--- src/hecl_pkg.sv ---
/*
 Constants, register map and carrier types of the hub start-up configuration loader.
 Assumes a 125 MHz hclk and a double-byte-addressed SPI serial EEPROM.
*/
package hecl_pkg;
    // ==========================================
    // Image layout and load codes
    // ==========================================
    localparam logic [7:0] CODE_FULL     = 8'hD2;
    localparam logic [7:0] CODE_ID_ONLY  = 8'hD0;
    localparam int         IMG_BYTES     = 13;
    localparam logic [7:0] SPI_READ_CMD  = 8'h03;
    localparam logic [15:0] IMG_BASE     = 16'h0000;
    localparam logic [6:0] CMD_BITS      = 7'h18;
    localparam logic [6:0] LAST_BIT      = 7'h7F;
    localparam logic [3:0] FIRST_DATA_HI = 4'h3;
    // Identity defaults: arbitrary values
    localparam logic [15:0] DEF_VENDOR   = 16'h1234;
    localparam logic [15:0] DEF_PRODUCT  = 16'h5678;
    localparam logic [15:0] DEF_RELEASE  = 16'h0100;
    // Built-in defaults of the configured fields
    localparam logic [7:0] DEF_FILTER    = 8'h88;
    localparam logic [7:0] DEF_PORTS     = 8'hFF;
    localparam logic [7:0] DEF_UPSTREAM  = 8'h32;
    localparam logic [7:0] DEF_CTRL_MA   = 8'h64;
    localparam logic [7:0] DEF_PWR_GOOD  = 8'h32;
    localparam logic [15:0] DEF_HUB_CHAR = 16'h0089;
    localparam logic [2:0] DEF_PORT_CNT  = 3'h4;
    localparam logic [7:0] HUB_DESC_TYPE = 8'h29;
    localparam logic [7:0] ZERO_DESC     = 8'h00;
    // Flag positions in byte 12
    localparam int B_ZERO_DESC = 7;
    localparam int B_12MBIT    = 5;
    localparam int B_LEDS_OFF  = 4;
    localparam int B_SHARED    = 2;
    localparam int B_ONE_TT    = 1;
    localparam int B_NO_EOP    = 0;
    // ==========================================
    // Timing
    // ==========================================
    localparam int CLK_PS         = 8000;
    localparam int SCK_HALF_PS    = 32000;
    localparam int SCK_HALF_CYC   = (SCK_HALF_PS + CLK_PS - 1) / CLK_PS;
    // ==========================================
    // Register map (byte addresses)
    // ==========================================
    localparam logic [7:0] A_STATUS  = 8'h00;
    localparam logic [7:0] A_IDENT   = 8'h04;
    localparam logic [7:0] A_RELEASE = 8'h08;
    localparam logic [7:0] A_POWER   = 8'h0C;
    localparam logic [7:0] A_PORTS   = 8'h10;
    localparam logic [7:0] A_FLAGS   = 8'h14;
    localparam logic [7:0] A_CONTROL = 8'h18;
    // ==========================================
    // Types
    // ==========================================
    typedef enum logic [1:0] {
        KIND_NONE = 2'h0, KIND_ID = 2'h1, KIND_FULL = 2'h2
    } hecl_kind_type;
    typedef enum logic [3:0] {
        ST_START  = 4'h1,
        ST_SHIFT  = 4'h2,
        ST_DECODE = 4'h4,
        ST_DONE   = 4'h8
    } hecl_state_type;
    typedef struct packed {
        logic [15:0] vendor_id;
        logic [15:0] product_id;
        logic [15:0] device_release_word;
        logic [3:0]  enabled_port_fault_filter_ms;
        logic [3:0]  disabled_port_fault_filter_ms;
        logic [3:0]  usable_port_mask;
        logic [3:0]  detachable_port_mask;
        logic [2:0]  port_count;
        logic [7:0]  upstream_current_units;
        logic [7:0]  controller_current_ma;
        logic [7:0]  power_good_delay_units;
        logic [15:0] hub_characteristics;
        logic [7:0]  removable_field;
        logic        accept_zero_descriptor_type;
        logic        restrict_to_12mbit;
        logic        indicator_leds_off;
        logic        shared_power_switching;
        logic        one_translator_mode;
        logic        suppress_frame_end_eop;
    } hecl_cfg_type;
endpackage : hecl_pkg
--- src/hecl_loader.sv ---
/*
 Hub start-up configuration loader: SPI EEPROM reader, image decoder,
 descriptor-type gate and AHB-Lite register slave.
 Assumes a double-byte-addressed SPI EEPROM in mode 0 and one AHB-Lite master.
*/
// Our own choices: the placing of the registers and the AHB-Lite register port.
`timescale 1ns/100ps
module hecl_loader (
    input  wire logic                  hclk,
    input  wire logic                  hresetn,
    input  wire logic                  hsel,
    input  wire logic [31:0]           haddr,
    input  wire logic [1:0]            htrans,
    input  wire logic                  hwrite,
    input  wire logic [2:0]            hsize,
    input  wire logic [31:0]           hwdata,
    input  wire logic                  hready,
    output logic      [31:0]           hrdata,
    output logic                       hreadyout,
    output logic                       hresp,
    output logic                       spi_sck,
    output logic                       spi_cs_n,
    output logic                       spi_mosi,
    input  wire logic                  spi_miso,
    input  wire logic                  desc_req_valid,
    input  wire logic [7:0]            desc_type,
    output logic                       desc_accept,
    output logic                       desc_stall,
    output logic                       attach_enable,
    output hecl_pkg::hecl_cfg_type     cfg
);
    // ==========================================
    // State
    // ==========================================
    hecl_pkg::hecl_state_type state;
    hecl_pkg::hecl_kind_type  kind;
    logic [7:0]  img [0:hecl_pkg::IMG_BYTES-1];
    logic        miso_s1;
    logic        miso_s2;
    logic [3:0]  div_cnt;
    logic [6:0]  bit_cnt;
    logic [23:0] tx_sh;
    logic [7:0]  rx_sh;
    logic [7:0]  rx_byte;
    logic [3:0]  byte_idx;
    logic        tick;
    logic        reload;
    logic        ph_write;
    logic [7:0]  ph_addr;
    logic        addr_ok;
    logic [31:0] next_rdata;
    hecl_pkg::hecl_cfg_type next_cfg;

    assign tick     = (div_cnt == 4'(hecl_pkg::SCK_HALF_CYC - 1));
    assign rx_byte  = {rx_sh[6:0], miso_s2};
    assign byte_idx = bit_cnt[6:3] - hecl_pkg::FIRST_DATA_HI;

    // ==========================================
    // MISO synchroniser
    // ==========================================
    always_ff @(posedge hclk or negedge hresetn) begin
        if (!hresetn) begin
            miso_s1 <= 1'b0;
            miso_s2 <= 1'b0;
        end else begin
            miso_s1 <= spi_miso;
            miso_s2 <= miso_s1;
        end
    end

    // ==========================================
    // Load sequencer
    // ==========================================
    // Command, two address bytes, then 13 data bytes in one frame
    always_ff @(posedge hclk or negedge hresetn) begin
        if (!hresetn) begin
            state    <= hecl_pkg::ST_START;
            div_cnt  <= 4'h0;
            bit_cnt  <= 7'h00;
            tx_sh    <= 24'h000000;
            rx_sh    <= 8'h00;
            spi_sck  <= 1'b0;
            spi_cs_n <= 1'b1;
            spi_mosi <= 1'b0;
        end else begin
            unique case (state)
                hecl_pkg::ST_START: begin
                    tx_sh    <= {hecl_pkg::SPI_READ_CMD[6:0], hecl_pkg::IMG_BASE, 1'b0};
                    spi_mosi <= hecl_pkg::SPI_READ_CMD[7];
                    spi_cs_n <= 1'b0;
                    spi_sck  <= 1'b0;
                    bit_cnt  <= 7'h00;
                    div_cnt  <= 4'h0;
                    state    <= hecl_pkg::ST_SHIFT;
                end
                hecl_pkg::ST_SHIFT: begin
                    div_cnt <= tick ? 4'h0 : div_cnt + 4'h1;
                    if (tick && !spi_sck) begin
                        spi_sck <= 1'b1;
                        rx_sh   <= rx_byte;
                    end else if (tick) begin
                        spi_sck  <= 1'b0;
                        spi_mosi <= tx_sh[23];
                        tx_sh    <= {tx_sh[22:0], 1'b0};
                        bit_cnt  <= bit_cnt + 7'h01;
                        if (bit_cnt == hecl_pkg::LAST_BIT) begin
                            spi_cs_n <= 1'b1;
                            state    <= hecl_pkg::ST_DECODE;
                        end
                    end
                end
                hecl_pkg::ST_DECODE: state <= hecl_pkg::ST_DONE;
                hecl_pkg::ST_DONE: begin
                    if (reload) begin
                        state <= hecl_pkg::ST_START;
                    end
                end
                default: state <= hecl_pkg::ST_START;
            endcase
        end
    end

    // Image capture on each rising SCK that ends a data byte, after the command and address
    always_ff @(posedge hclk) begin
        if (state == hecl_pkg::ST_SHIFT && tick && !spi_sck
            && bit_cnt >= hecl_pkg::CMD_BITS && bit_cnt[2:0] == 3'h7) begin
            img[byte_idx] <= rx_byte;
        end
    end

    // ==========================================
    // Decode
    // ==========================================
    always_comb begin
        logic [7:0] f;
        f = img[12];
        next_cfg = cfg;
        next_cfg.vendor_id              = hecl_pkg::DEF_VENDOR;
        next_cfg.product_id             = hecl_pkg::DEF_PRODUCT;
        next_cfg.device_release_word    = hecl_pkg::DEF_RELEASE;
        {next_cfg.enabled_port_fault_filter_ms,
         next_cfg.disabled_port_fault_filter_ms} = hecl_pkg::DEF_FILTER;
        {next_cfg.usable_port_mask,
         next_cfg.detachable_port_mask} = hecl_pkg::DEF_PORTS;
        next_cfg.upstream_current_units = hecl_pkg::DEF_UPSTREAM;
        next_cfg.controller_current_ma  = hecl_pkg::DEF_CTRL_MA;
        next_cfg.power_good_delay_units = hecl_pkg::DEF_PWR_GOOD;
        next_cfg.accept_zero_descriptor_type = 1'b0;
        next_cfg.restrict_to_12mbit     = 1'b0;
        next_cfg.indicator_leds_off     = 1'b0;
        next_cfg.shared_power_switching = 1'b0;
        next_cfg.one_translator_mode    = 1'b0;
        next_cfg.suppress_frame_end_eop = 1'b0;
        // Unknown code leaves every default in place
        if (img[0] == hecl_pkg::CODE_FULL || img[0] == hecl_pkg::CODE_ID_ONLY) begin
            next_cfg.vendor_id           = {img[2], img[1]};
            next_cfg.product_id          = {img[4], img[3]};
            next_cfg.device_release_word = {img[6], img[5]};
        end
        if (img[0] == hecl_pkg::CODE_FULL) begin
            {next_cfg.enabled_port_fault_filter_ms,
             next_cfg.disabled_port_fault_filter_ms} = img[7];
            {next_cfg.usable_port_mask,
             next_cfg.detachable_port_mask} = img[8];
            next_cfg.upstream_current_units = img[9];
            next_cfg.controller_current_ma  = img[10];
            next_cfg.power_good_delay_units = img[11];
            // Bits 6 and 3 are never looked at
            next_cfg.accept_zero_descriptor_type = f[hecl_pkg::B_ZERO_DESC];
            next_cfg.restrict_to_12mbit     = f[hecl_pkg::B_12MBIT];
            next_cfg.indicator_leds_off     = f[hecl_pkg::B_LEDS_OFF];
            next_cfg.shared_power_switching = f[hecl_pkg::B_SHARED];
            next_cfg.one_translator_mode    = f[hecl_pkg::B_ONE_TT];
            next_cfg.suppress_frame_end_eop = f[hecl_pkg::B_NO_EOP];
        end
        next_cfg.port_count = 3'h0;
        for (int i = 0; i < 4; i++) begin
            next_cfg.port_count = next_cfg.port_count
                                  + {2'h0, next_cfg.usable_port_mask[i]};
        end
        next_cfg.removable_field = {3'h0, next_cfg.detachable_port_mask, 1'b0};
        next_cfg.hub_characteristics = hecl_pkg::DEF_HUB_CHAR;
        if (next_cfg.shared_power_switching) begin
            next_cfg.hub_characteristics[4:3] = 2'h0;
            next_cfg.hub_characteristics[1:0] = 2'h0;
        end
        if (next_cfg.indicator_leds_off) begin
            next_cfg.hub_characteristics[7] = 1'b0;
        end
    end

    always_ff @(posedge hclk or negedge hresetn) begin
        if (!hresetn) begin
            cfg      <= '0;
            kind     <= hecl_pkg::KIND_NONE;
        end else if (state == hecl_pkg::ST_DECODE) begin
            cfg  <= next_cfg;
            kind <= (img[0] == hecl_pkg::CODE_FULL)    ? hecl_pkg::KIND_FULL :
                    (img[0] == hecl_pkg::CODE_ID_ONLY) ? hecl_pkg::KIND_ID :
                                                         hecl_pkg::KIND_NONE;
        end
    end

    // ==========================================
    // Attach and descriptor gate
    // ==========================================
    // Requests during loading go unanswered; one in the reload cycle is still answered from the old cfg
    always_ff @(posedge hclk or negedge hresetn) begin
        if (!hresetn) begin
            attach_enable <= 1'b0;
            desc_accept   <= 1'b0;
            desc_stall    <= 1'b0;
        end else begin
            attach_enable <= (state == hecl_pkg::ST_DONE) && !reload;
            desc_accept   <= 1'b0;
            desc_stall    <= 1'b0;
            if (desc_req_valid && state == hecl_pkg::ST_DONE) begin
                if (desc_type == hecl_pkg::HUB_DESC_TYPE
                    || (desc_type == hecl_pkg::ZERO_DESC
                        && cfg.accept_zero_descriptor_type)) begin
                    desc_accept <= 1'b1;
                end else begin
                    desc_stall  <= 1'b1;
                end
            end
        end
    end

    // ==========================================
    // AHB-Lite slave, zero wait states
    // ==========================================
    assign addr_ok = hsel && hready && htrans[1] && (haddr[31:8] == 24'h0);
    assign reload  = ph_write && (ph_addr == hecl_pkg::A_CONTROL) && hwdata[0];

    always_comb begin
        next_rdata = 32'h0000_0000;
        unique case (haddr[7:0])
            hecl_pkg::A_STATUS:  next_rdata = {26'h0, state == hecl_pkg::ST_DONE,
                                               attach_enable, kind, 1'b0,
                                               state == hecl_pkg::ST_DONE};
            hecl_pkg::A_IDENT:   next_rdata = {cfg.product_id, cfg.vendor_id};
            hecl_pkg::A_RELEASE: next_rdata = {16'h0, cfg.device_release_word};
            hecl_pkg::A_POWER:   next_rdata = {cfg.power_good_delay_units,
                                               cfg.controller_current_ma,
                                               cfg.upstream_current_units,
                                               cfg.enabled_port_fault_filter_ms,
                                               cfg.disabled_port_fault_filter_ms};
            hecl_pkg::A_PORTS:   next_rdata = {cfg.hub_characteristics, 5'h0,
                                               cfg.port_count, cfg.usable_port_mask,
                                               cfg.detachable_port_mask};
            hecl_pkg::A_FLAGS:   next_rdata = {26'h0,
                                               cfg.accept_zero_descriptor_type,
                                               cfg.restrict_to_12mbit,
                                               cfg.indicator_leds_off,
                                               cfg.shared_power_switching,
                                               cfg.one_translator_mode,
                                               cfg.suppress_frame_end_eop};
            default:             next_rdata = 32'h0000_0000;
        endcase
        if (haddr[31:8] != 24'h0) begin
            next_rdata = 32'h0000_0000;
        end
    end

    always_ff @(posedge hclk or negedge hresetn) begin
        if (!hresetn) begin
            ph_write  <= 1'b0;
            ph_addr   <= 8'h00;
            hrdata    <= 32'h0000_0000;
            hreadyout <= 1'b0;
            hresp     <= 1'b0;
        end else begin
            hreadyout <= 1'b1;
            hresp     <= 1'b0;
            ph_write  <= addr_ok && hwrite;
            ph_addr   <= haddr[7:0];
            if (addr_ok && !hwrite) begin
                hrdata <= next_rdata;
            end
        end
    end

    // ==========================================
    // Checks
    // ==========================================
    chk_full_ident: assert property (@(posedge hclk) disable iff (!hresetn)
        state == hecl_pkg::ST_DECODE && img[0] == hecl_pkg::CODE_FULL
        |=> cfg.vendor_id == {$past(img[2]), $past(img[1])})
        else $error("vendor word not assembled low byte first");
    chk_port_count: assert property (@(posedge hclk) disable iff (!hresetn)
        state == hecl_pkg::ST_DONE |-> cfg.port_count == $countones(cfg.usable_port_mask))
        else $error("port count differs from usable mask");
    chk_id_defaults: assert property (@(posedge hclk) disable iff (!hresetn)
        state == hecl_pkg::ST_DECODE && img[0] == hecl_pkg::CODE_ID_ONLY
        |=> cfg.power_good_delay_units == hecl_pkg::DEF_PWR_GOOD
            && cfg.usable_port_mask == 4'hF && !cfg.restrict_to_12mbit)
        else $error("identity-only load changed a default");
    chk_bad_code: assert property (@(posedge hclk) disable iff (!hresetn)
        state == hecl_pkg::ST_DECODE && img[0] != hecl_pkg::CODE_FULL
        && img[0] != hecl_pkg::CODE_ID_ONLY
        |=> cfg.vendor_id == hecl_pkg::DEF_VENDOR && kind == hecl_pkg::KIND_NONE)
        else $error("unknown image was not ignored");
    chk_zero_desc: assert property (@(posedge hclk) disable iff (!hresetn)
        desc_req_valid && state == hecl_pkg::ST_DONE && desc_type == 8'h00
        |=> desc_accept == $past(cfg.accept_zero_descriptor_type)
            && desc_stall == !$past(cfg.accept_zero_descriptor_type))
        else $error("zero descriptor type answered wrongly");
    chk_no_early: assert property (@(posedge hclk) disable iff (!hresetn)
        state != hecl_pkg::ST_DONE |=> !attach_enable && !desc_accept && !desc_stall)
        else $error("attach or answer before load finished");
    chk_gang_chars: assert property (@(posedge hclk) disable iff (!hresetn)
        state == hecl_pkg::ST_DONE |-> (cfg.shared_power_switching
            ? cfg.hub_characteristics[4:0] == 5'h00 : cfg.hub_characteristics[4:0] == 5'h09))
        else $error("power switching mode not in characteristics");
    chk_led_bit: assert property (@(posedge hclk) disable iff (!hresetn)
        state == hecl_pkg::ST_DONE |-> cfg.hub_characteristics[7] == !cfg.indicator_leds_off)
        else $error("indicator bit disagrees with leds off flag");
    chk_frame_len: assert property (@(posedge hclk) disable iff (!hresetn)
        $fell(spi_cs_n) |-> !spi_cs_n [*8] ##1 (!spi_cs_n)[*8])
        else $error("read frame ended too early");
    chk_flag_copy: assert property (@(posedge hclk) disable iff (!hresetn)
        state == hecl_pkg::ST_DECODE && img[0] == hecl_pkg::CODE_FULL
        |=> cfg.suppress_frame_end_eop == $past(img[12][0])
            && cfg.restrict_to_12mbit == $past(img[12][5]))
        else $error("byte 12 flags not copied");
endmodule : hecl_loader

--- config.mk ---
export PLATFORM = sky130hd
export DESIGN_NAME = hecl_loader
export DESIGN_NICKNAME = d
export VERILOG_FILES = /design/src/hecl_pkg.sv /design/src/hecl_loader.sv
export SDC_FILE = /design/constraint.sdc
export NUM_CORES = 1
export LEC_CHECK = 0
export BUFFER_PORTS_ARGS = -buffer_cell sky130_fd_sc_hd__buf_2
export CAP_MARGIN = 20
export CELL_PAD_IN_SITES_DETAIL_PLACEMENT = 0
export CELL_PAD_IN_SITES_GLOBAL_PLACEMENT = 1
export CORE_MARGIN = 3
export CORE_UTILIZATION = 30
export CTS_CLUSTER_DIAMETER = 80
export DETAILED_ROUTE_END_ITERATION = 12
export GPL_TIMING_DRIVEN = 0
export HOLD_SLACK_MARGIN = 0.02
export PLACE_DENSITY_LB_ADDON = 0.1
export RECOVER_POWER = 100
export SLEW_MARGIN = 20
export SYNTH_ARGS = -nofsm -noshare
export SYNTH_HDL_FRONTEND = slang
export SYNTH_SLANG_ARGS = --single-unit
--- constraint.sdc ---
create_clock -name hclk -period 3.94 [get_ports hclk]
set_clock_uncertainty 0.2 [all_clocks]
set_input_delay 0.788 -clock hclk [delete_from_list [all_inputs] [get_ports hclk]]
set_output_delay 0.788 -clock hclk [all_outputs]
set_load 0.01 [all_outputs]
# Word level (Yosys, flattened, before mapping)
# Memories as Yosys holds them, arrays and structs flattened.
# Cells that the tools add are included.
[totals] ff_bits=200 latch_bits=0 ram_bits=104 mem_bits_ro=0 inputBits=84 wordCells=134 memories=1
[op_classes] mux=39 n_shift=0 div_mod_pow=0 multipliers=0 bitwise=0 add_sub_neg=6 n_eq_ne=21 reduce_logical=30 magnitude_cmp=1
[mem_list] memory="img" depth=13 width=8 read_ports=13 rd_ports_with_merged_regs=0 wr=1 line_no="hecl_loader.sv:37" text="logic [7:0] img [0:hecl_pkg::IMG_BYTES-1];"
[op_table] op="$pmux W32 S6" n=1
[op_table] op="$mux W24" n=3
[op_table] op="$mux W48" n=1
[op_table] op="$pmux W24 S2" n=1
[op_table] op="$mux W32" n=1
[op_table] op="$eq A8 B5 Y1 const B" n=3
[op_table] op="$logic_not A24 Y1" n=1
[op_table] op="$reduce_bool A24 Y1" n=1
[op_table] op="$mux W4" n=5
[op_table] op="$eq A8 B4 Y1 const B" n=2
[op_table] op="$eq A8 B8 Y1 const B" n=2
[op_table] op="$logic_not A8 Y1" n=2
[op_table] op="$mux W1" n=16
[op_table] op="$mux W16" n=1
[op_table] op="$pmux W4 S4" n=1
[op_table] op="$logic_and A1 B1 Y1" n=15
[op_table] op="$mux W7" n=2
[op_table] op="$pmux W7 S2" n=1
[op_table] op="$eq A4 B2 Y1 const B" n=2
[op_table] op="$eq A8 B3 Y1 const B" n=1
[op_table] op="$eq A8 B6 Y1 const B" n=1
[op_table] op="$ne A2 B2 Y1 const B" n=4
[op_table] op="$pmux W4 S2" n=1
[op_table] op="$reduce_and A4 Y1" n=2
[op_table] op="other kinds (21)" n=27

# Depth between registers and ports, before layout
# Gate-level depths: netlist of the first run.
[logic_depth] depth_word=7 mapped_depth=9 ltp_nobuf=9

# Worst setup path after synthesis of the first run
# OpenSTA, ideal clock, no wires.
[synth_timing] path_type="reg2reg" from="reg div_cnt[0]" to="mem img[5][0] (enable)" stages_incl_launch_ff=8 synth_period_minus_slack_ns=2.802 setup_ns=0.383 path_slack_ns=1.138 n_path_buf=1 t_arrival_ns=2.218 cell_sequence="dfrtp_1 -> ha_1 -> nor3b_1 -> nand2_1 -> nor2_1 -> buf_2 -> nand4b_1 -> nor3_1"
[synth_between] elab_chain_cells=7
[synth_rtl] item="start, declared" line_no="hecl_loader.sv:40" text="logic [3:0] div_cnt;"
[synth_rtl] item="start signal, assigned" line_no="hecl_loader.sv:97" text="div_cnt <= tick ? 4'h0 : div_cnt + 4'h1;"
[synth_rtl] item="$eq A4 B2 Y1" line_no="hecl_loader.sv:54" text="assign tick = (div_cnt == 4'(hecl_pkg::SCK_HALF_CYC - 1));"
[synth_rtl] item="$logic_and A1 B1 Y1 (2 in a row)" line_no="hecl_loader.sv:125" text="if (state == hecl_pkg::ST_SHIFT && tick && !spi_sck"
[synth_rtl] item="$logic_and A1 B1 Y1 (2 in a row)" line_no="hecl_loader.sv:126" text="&& bit_cnt >= hecl_pkg::CMD_BITS && bit_cnt[2:0] == 3'h7) begin"
[synth_rtl] item="$mux W1" line_no="hecl_loader.sv:125"
[synth_rtl] item="$mux W1 (not written as such)" line_no="hecl_loader.sv:127" text="img[byte_idx] <= rx_byte;"
[synth_rtl] item="end, declared" line_no="hecl_loader.sv:37"
# No other way between the ends.

# Worst setup path in the final report of the first run
[layout_timing] from="reg div_cnt[0]" to="mem img[6][7] (enable)"
# Same word-level chain as after synthesis.

==> results.txt, run 1 <==
H-tree levels: 1
Clock tree sinks: 282
Flops & latches, synth: 282
Synth area leader: dfrtp_1
Flop2flop setup slack: 450 ps
CTS Hold Buffers Added: 1
Horiz. Die Dim: 197.9 um
Vias/cell: 4.825
Worst-Margin Slew: 1552 ps
WP data required: 3950 ps
WL/cell: 22.70 um
Pwr Density: 443.7 nW/um^2
Core Region: 35910 sq um
Top-area cell type share of the netlist area: 40.34%
Row cnt: 69
Hold EP: miso_s1
Max layer used: met4
Critical path class: reg -> reg
Max_slew headroom: -4.937%
Ys flop type: dfrtp_1
Worst-path cell chain: ha_1, nor3b_1, nand2_1, nor2_1, buf_2, nand4_1, nor3_2, clkbuf_1
I/O pins: 245
Metal2 WL: 17230 um
Max cap viols: 1
Post-synth ARST share: 63.83%
Fin Hold WS: 137.5 ps
Syn_area_per_cell: 12.87 sq um
Clock Latency Late Sink: 570 ps
Lkg Pwr: 5.261 nW
Port bufs: 191
Run status: finished, violations left
Routability Congestion: 0.7594
Gate count of the mapped netlist: 858
Yosys cell types: 57
RSZ-0062 raised after global routing: no
Drt total wl: 36120 um
Crit end category: flip-flop
GRT Util Overall: 18.10%
Top cells by area, synth: dfrtp_1, edfxtp_1, nand2_1, a22o_1, o21ai_0
Tcrit/Tclk final: 88.47%
Nets: 1196
Height of the die: 197.9 um
Clock buffer count from CTS: 31
Hold path depth: 1
Cell internal pwr: 4.700 mW
Slowest stage cell on the critical path: nor3_2
Final setup fails: 0
Worst r2r dst: img[6][7]
Vias after detailed routing: 7677
Fin crit period: 3486 ps
Drc violations: 0
WL met3: 1501 um
Post-CTS Setup Inserts: 0
Mapped Area: 11040 sq um
Placed wire-length estimate: 25710 um
Clock share of power: 47.0%
Comb pwr share: 2.1%
First-pass GRT wire length: 52680 um
Count of final hold-check violations: 0
Antenna violation net count after detailed routing: 0
Post-synth EDFFs: 102
R2R Path Start: div_cnt[0]
Starting density of the core: 30.74%
Gr ovfl total: 0
Max-slew violations: 8
Metal-1 WL: 16680 um
Reg power frac: 50.9%
Clock root cell: clkbuf_16
Area growth, synth to finish: 21.85%
Clock buffer depth: 3
Yosys warns: 0
Initial antenna violation count: 0
CP startpoint kind: flip-flop
Failing checks: max-capacitance violations, max-slew violations
Clock slew at reported path FFs: 60 ps
Starting DRT DRC Count: 459
Post-cts resize count: 0
Share of cells above drive strength 1: 13.82%
CTS tree: yes
Worst reg2reg path depth: 8
Hold Path Class: in -> reg
Switching Share: 21.26%
1st-pass router iterations: 5
Largest net degree at the start of global routing: 68
Hold_sp: spi_miso
Net Sw Power: 1.269 mW
Vias in the first global route: 7631
Worst Path Max Fanout: 10
VDD IR max: 334.4 uV
Critical path's largest stage delay: 490 ps
Arrival @ worst endpoint: 3490 ps
Maximum clock rate: 286.9 MHz
Setup_tns: 0 ps
Register area share after synthesis: 68.56%
Die area: 39140 sq um
==> per-stage QoR <==
| step | total power, mW | cell area (sq um) | instances | utilization, % | worst slack, ps |
|---|---|---|---|---|---|
| floorplan | 3.136 | 11110 | 875 | - | 1138 |
| global placement | 3.219 | 12640 | 1527 | 35.19 | -1500 |
| detailed placement | 3.227 | 12740 | 1532 | 35.48 | 506.3 |
| CTS | 6.047 | 13730 | 1590 | 38.23 | 519.7 |
| global route | 6.178 | 13450 | 1590 | 37.45 | 253.1 |
| finish | 5.969 | 13450 | 1591 | 37.46 | 454.4 |
==> cells in the mapped netlist, types with 3 or more instances <==
cell type and n:
a21oi_1 10, a222oi_1 3, a22o_1 41, a22oi_1 17
and2_1 4, and3_1 4, buf_2 4, buf_4 23
clkbuf_1 39, dfrtp_1 178, edfxtp_1 102, ha_1 6
inv_1 5, mux2_2 15, mux2i_1 13, nand2_1 147
nand2b_1 4, nand3_1 10, nand3b_1 4, nand4_1 8
nand4b_1 5, nor2_1 37, nor3_1 11, nor4_1 7
nor4b_1 7, nor4b_2 5, o211ai_1 3, o21ai_0 64
o21ai_2 20, o22a_1 14, o22ai_1 4, o31ai_1 3
or2_2 4, or4_1 3
==> routing by layer <==
layer | track usage, % | vias to the layer above
li1 | - | 3581
met1 | 25.59 | 3886
met2 | 29.97 | 166
met3 | 2.722 | 44
met4 | 3.434 | 0
met5 | 0 | -
==> cell usage in the layout (no fill, tap or decap), types with 6 or more instances in the layout <==
master,netlist,routed
o21ai_2,20,13
nor4b_1,7,8
mux2_2,15,15
nand2_1,147,147
dfrtp_1,178,178
nor3_1,11,11
a21oi_1,10,10
clkinv_1,0,6
nand4_1,8,8
o22a_1,14,14
edfxtp_1,102,102
nand3_1,10,10
clkbuf_1,39,199
nor2_1,37,37
buf_2,4,47
buf_4,23,19
o21ai_0,64,73
conb_1,2,19
clkbuf_16,0,32
nor4_1,7,7
ha_1,6,6
a22oi_1,17,17
a22o_1,41,41
mux2i_1,13,13
==> power groups by stage <==
stage | Sequential (mW) | Combinational, mW | Clock, mW
final | 3.04 | 0.127 | 2.80
after global routing | 3.04 | 0.143 | 3.00
after CTS | 3.04 | 0.133 | 2.88
after detailed placement | 3.09 | 0.132 | 0
after global placement | 3.09 | 0.124 | 0
after floorplan | 3.09 | 0.0437 | 0
==> kinds of logic after synthesis <==
kind of cell | Yosys count | synth area share, %
multiplexers | 28 | 2.708
adder cells (fa/ha/maj) | 7 | 0.8612
AO/OA/AOI/OAI | 192 | 12.25
buffers and inverters | 75 | 3.513
AND/OR/NAND/NOR | 270 | 11.89
XOR/XNOR | 2 | 0.1587
other | 2 | 0.06801
flip-flops | 282 | 68.56
==> how the worst max path moves through the flow <==
stage	from	slack, ps	endpoint
detailed placement	haddr[5]	510	hrdata[1]
CTS	div_cnt[0]	520	img[7][2]
finish	div_cnt[0]	450	img[6][7]
global route	div_cnt[0]	250	img[6][6]
global placement	hresetn	-1500	tx_sh[18]
floorplan	div_cnt[0]	1140	img[5][0]
==> sequential cells by signal, summed over array words and instances (netlist names), 2 cells and up <==
name     cells
bit_cnt      7
cfg         99
div_cnt      4
hrdata      32
img        102
kind         2
ph_addr      8
rx_sh        7
state        4
tx_sh        7
==> worst max-delay path, delay by kind of cell (launching register included) <==
kind	cells	cell delay [ps]
adders and majority gates	1	220
buffers and inverters	2	700
DFF	1	400
and+or+nand+nor	5	1600
==> layout make-up <==
cell class	instances	area (sq um)
clock inverters	12	87.58
flip-flops and latches	282	7570
inverters	5	18.77
clock buffers	45	889.6
plain buffers	70	352.8
multi-input cells	518	3103
repair buffers	197	853.3
diodes	1	2.502
well taps	461	576.8
fillers	3671	22460
(Power assumes the default switching activity.)
==> run 2: changes to the inputs <==
--- a/config.mk
+++ b/config.mk
@@ -5,6 +5,7 @@
 export SDC_FILE = /design/constraint.sdc
 export NUM_CORES = 1
 export LEC_CHECK = 0
+export ABC_AREA = 1
 export BUFFER_PORTS_ARGS = -buffer_cell sky130_fd_sc_hd__buf_2
 export CAP_MARGIN = 20
 export CELL_PAD_IN_SITES_DETAIL_PLACEMENT = 0
==> run 2 against run 1 <==
Against the previous run:
- flip-flop and latch count did not move
- critical path type unchanged
- non-clock buffer count fell by 3
- sequential share of layout area fell by 2.7 points
- cell count rose by 23%
- synthesized cell count rose by 36%
- combinational power barely moved
- cell area rose by 5.0%
- maximum frequency rose by 6.2%
- global-route usage rose by 1.1 points
- critical path depth fell by 1
- power rose by 5.4%
- worst setup slack improved by 200 ps
- critical endpoint is now cfg[17]
- the run ends with max-capacitance violations left
==> results.txt, run 2 <==
Top cells by area, synth: dfrtp_1, edfxtp_1, nand2_1, nand3_1, nor2_1
Hold_sp: miso_s1
Crit end category: flip-flop
Clock tree sinks: 282
Critical path class: reg -> reg
Arrival @ worst endpoint: 3460 ps
Commonest cells after routing, fill and taps aside: nand2_1, clkbuf_1, dfrtp_1, nor2_1, nand3_1
Starting density of the core: 30.58%
Yosys cell types: 38
Final worst slack: 656.9 ps
Clock buffer depth: 3
Area growth, synth to finish: 22.10%
Initial antenna violation count: 1
Gr ovfl total: 0
R2R Path Start: state[1]
Flop2flop setup slack: 660 ps
Top-area cell type share of the netlist area: 38.49%
Mapped Area: 11570 sq um
I/O pins: 245
Starting DRT DRC Count: 555
Worst Path Max Fanout: 10
Total Power: 6.293 mW
Ant diodes: 0
Cell internal pwr: 4.961 mW
Count of final hold-check violations: 0
GRT Util Overall: 19.19%
Max_slew headroom: 0.2562%
Setup_tns: 0 ps
Syn_area_per_cell: 9.926 sq um
Lkg Pwr: 6.213 nW
Max-slew violations: 0
Core Region: 37840 sq um
Worst-path cell chain: nor2_1, clkinv_1, nor3_1, clkinv_1, nor2_1, buf_4, a21oi_1
Horiz. Die Dim: 202.4 um
Reg power frac: 49.0%
CTS tree: yes
Pwr Density: 445.3 nW/um^2
Vias/cell: 4.519
Number of flip-flops under the largest register name: 102
Post-synth top cells: nand2_1, dfrtp_1, nor2_1, nand3_1, edfxtp_1
Comb pwr share: 2.1%
Drc violations: 0
Hold Path Class: reg -> reg
CP startpoint kind: flip-flop
Final setup fails: 0
Clock share of power: 49.0%
H-tree levels: 2
Largest reg by FF count: img
Post-cts resize count: 0
WL/cell: 20.36 um
Worst reg2reg path depth: 7
Slowest stage cell on the critical path: nor3_1
RSZ-0062 raised after global routing: no
First-pass GRT wire length: 58440 um
Clock slew at reported path FFs: 60 ps
Hold path depth: 0
Vias after detailed routing: 8812
Critical path's largest stage delay: 840 ps
WP data required: 4120 ps
Nets: 1505
Hold EP: miso_s2
Commonest non-fill, non-tap cell in the layout: nand2_1
CTS Hold Buffers Added: 1
Fin crit period: 3283 ps
Flops & latches, synth: 282
Inst Count DP: 1887
Worst-Margin Slew: 1485 ps
Clock Latency Late Sink: 510 ps
Worst r2r dst: cfg[17]
Drt total wl: 39690 um
Height of the die: 202.4 um
Post-synth ARST share: 63.83%
Most frequent cell after synthesis: nand2_1
1st-pass router iterations: 5
Final Non-Filler Cells: 1950
Post-synth EDFFs: 102
Net Sw Power: 1.332 mW
Max cap viols: 1
Port bufs: 191
Failing checks: max-capacitance violations
Clock root cell: clkbuf_16
Placed wire-length estimate: 28640 um
Run status: finished, violations left
Top Registers: img x102, cfg x99, hrdata x32
Yosys warns: 0
VDD IR max: 234.2 uV
Antenna violation net count after detailed routing: 0
Share of cells above drive strength 1: 10.22%
Vias in the first global route: 8679
Tcrit/Tclk final: 83.33%
Placement Setup Slack: 930.4 ps
Largest net degree at the start of global routing: 90
Switching Share: 21.17%
Fin Hold WS: 148.8 ps
Maximum clock rate: 304.6 MHz
Ys flop type: dfrtp_1
Routability Congestion: 0.7692
Register area share after synthesis: 65.41%
Gate count of the mapped netlist: 1166
Row cnt: 71
Synth area leader: dfrtp_1
Post-CTS Setup Inserts: 0
Clock buffer count from CTS: 35
Die area: 40970 sq um
==> run 2: power by group through the flow <==
stage	clock [mW]	sequential (mW)	combinational (mW)
floorplan	0	3.12	0.0505
global placement	0	3.14	0.130
detailed placement	0	3.14	0.139
CTS	3.16	3.08	0.140
global route	3.28	3.08	0.150
finish	3.08	3.08	0.130
==> run 2: cell type report <==
cell class,count,area (sq um)
clock buffer,54,997.2
multi-input combinational,744,3293
clock inverter,8,90.09
sequential,282,7570
fill,4050,23710
tap,511,639.4
buffer,70,386.6
timing repair buffer,194,828.3
inverter,87,326.6
==> run 2: logic make-up (layout without fill, tap and decap cells) <==
group	count (synthesis)	in the layout	share of synthesized area, %
compound gates	121	121	5.589
simple gates	594	594	21.47
other cells	2	19	0.06489
flops	282	282	65.41
fa+ha+maj	7	7	0.8216
xor+xnor	3	3	0.2271
buf+inv	157	413	6.422
==> run 2: layer usage <==
| layer | GRT usage (%) | vias up | share of wire [%] | routed length [um] |
|---|---|---|---|---|
| met3 | 3.286 | 40 | 4.8 | 1901 |
| li1 | - | 4262 | - | - |
| met1 | 27.71 | 4300 | 48 | 18980 |
| met5 | 0 | - | 0 | 0 |
| met2 | 30.56 | 210 | 46 | 18130 |
| met4 | 4.034 | 0 | 1.7 | 688 |
==> run 2: stage by stage <==
step,util [%],area [sq um]
after floorplan,-,11640
final,37.34,14130
after CTS,38.06,14410
after detailed placement,35.17,13310
after global routing,37.34,14130
after global placement,34.97,13230
==> run 2: worst max-delay path by stage <==
stage / from / to / cells after the start
after floorplan: img[0][0] / cfg[55] / 10
after global routing: state[1] / cfg[5] / 8
after global placement: hresetn / tx_sh[20] / 1
after detailed placement: div_cnt[0] / img[9][2] / 6
after CTS: div_cnt[0] / img[9][0] / 6
final: state[1] / cfg[17] / 7
==> run 2: critical path, delay by kind of cell (launching register included) <==
kind                   cells  cell delay, ps
AO/OA/AOI/OAI              1              90
AND/OR/NAND/NOR            3            1700
flip-flops                 1             390
buffers and inverters      3             760
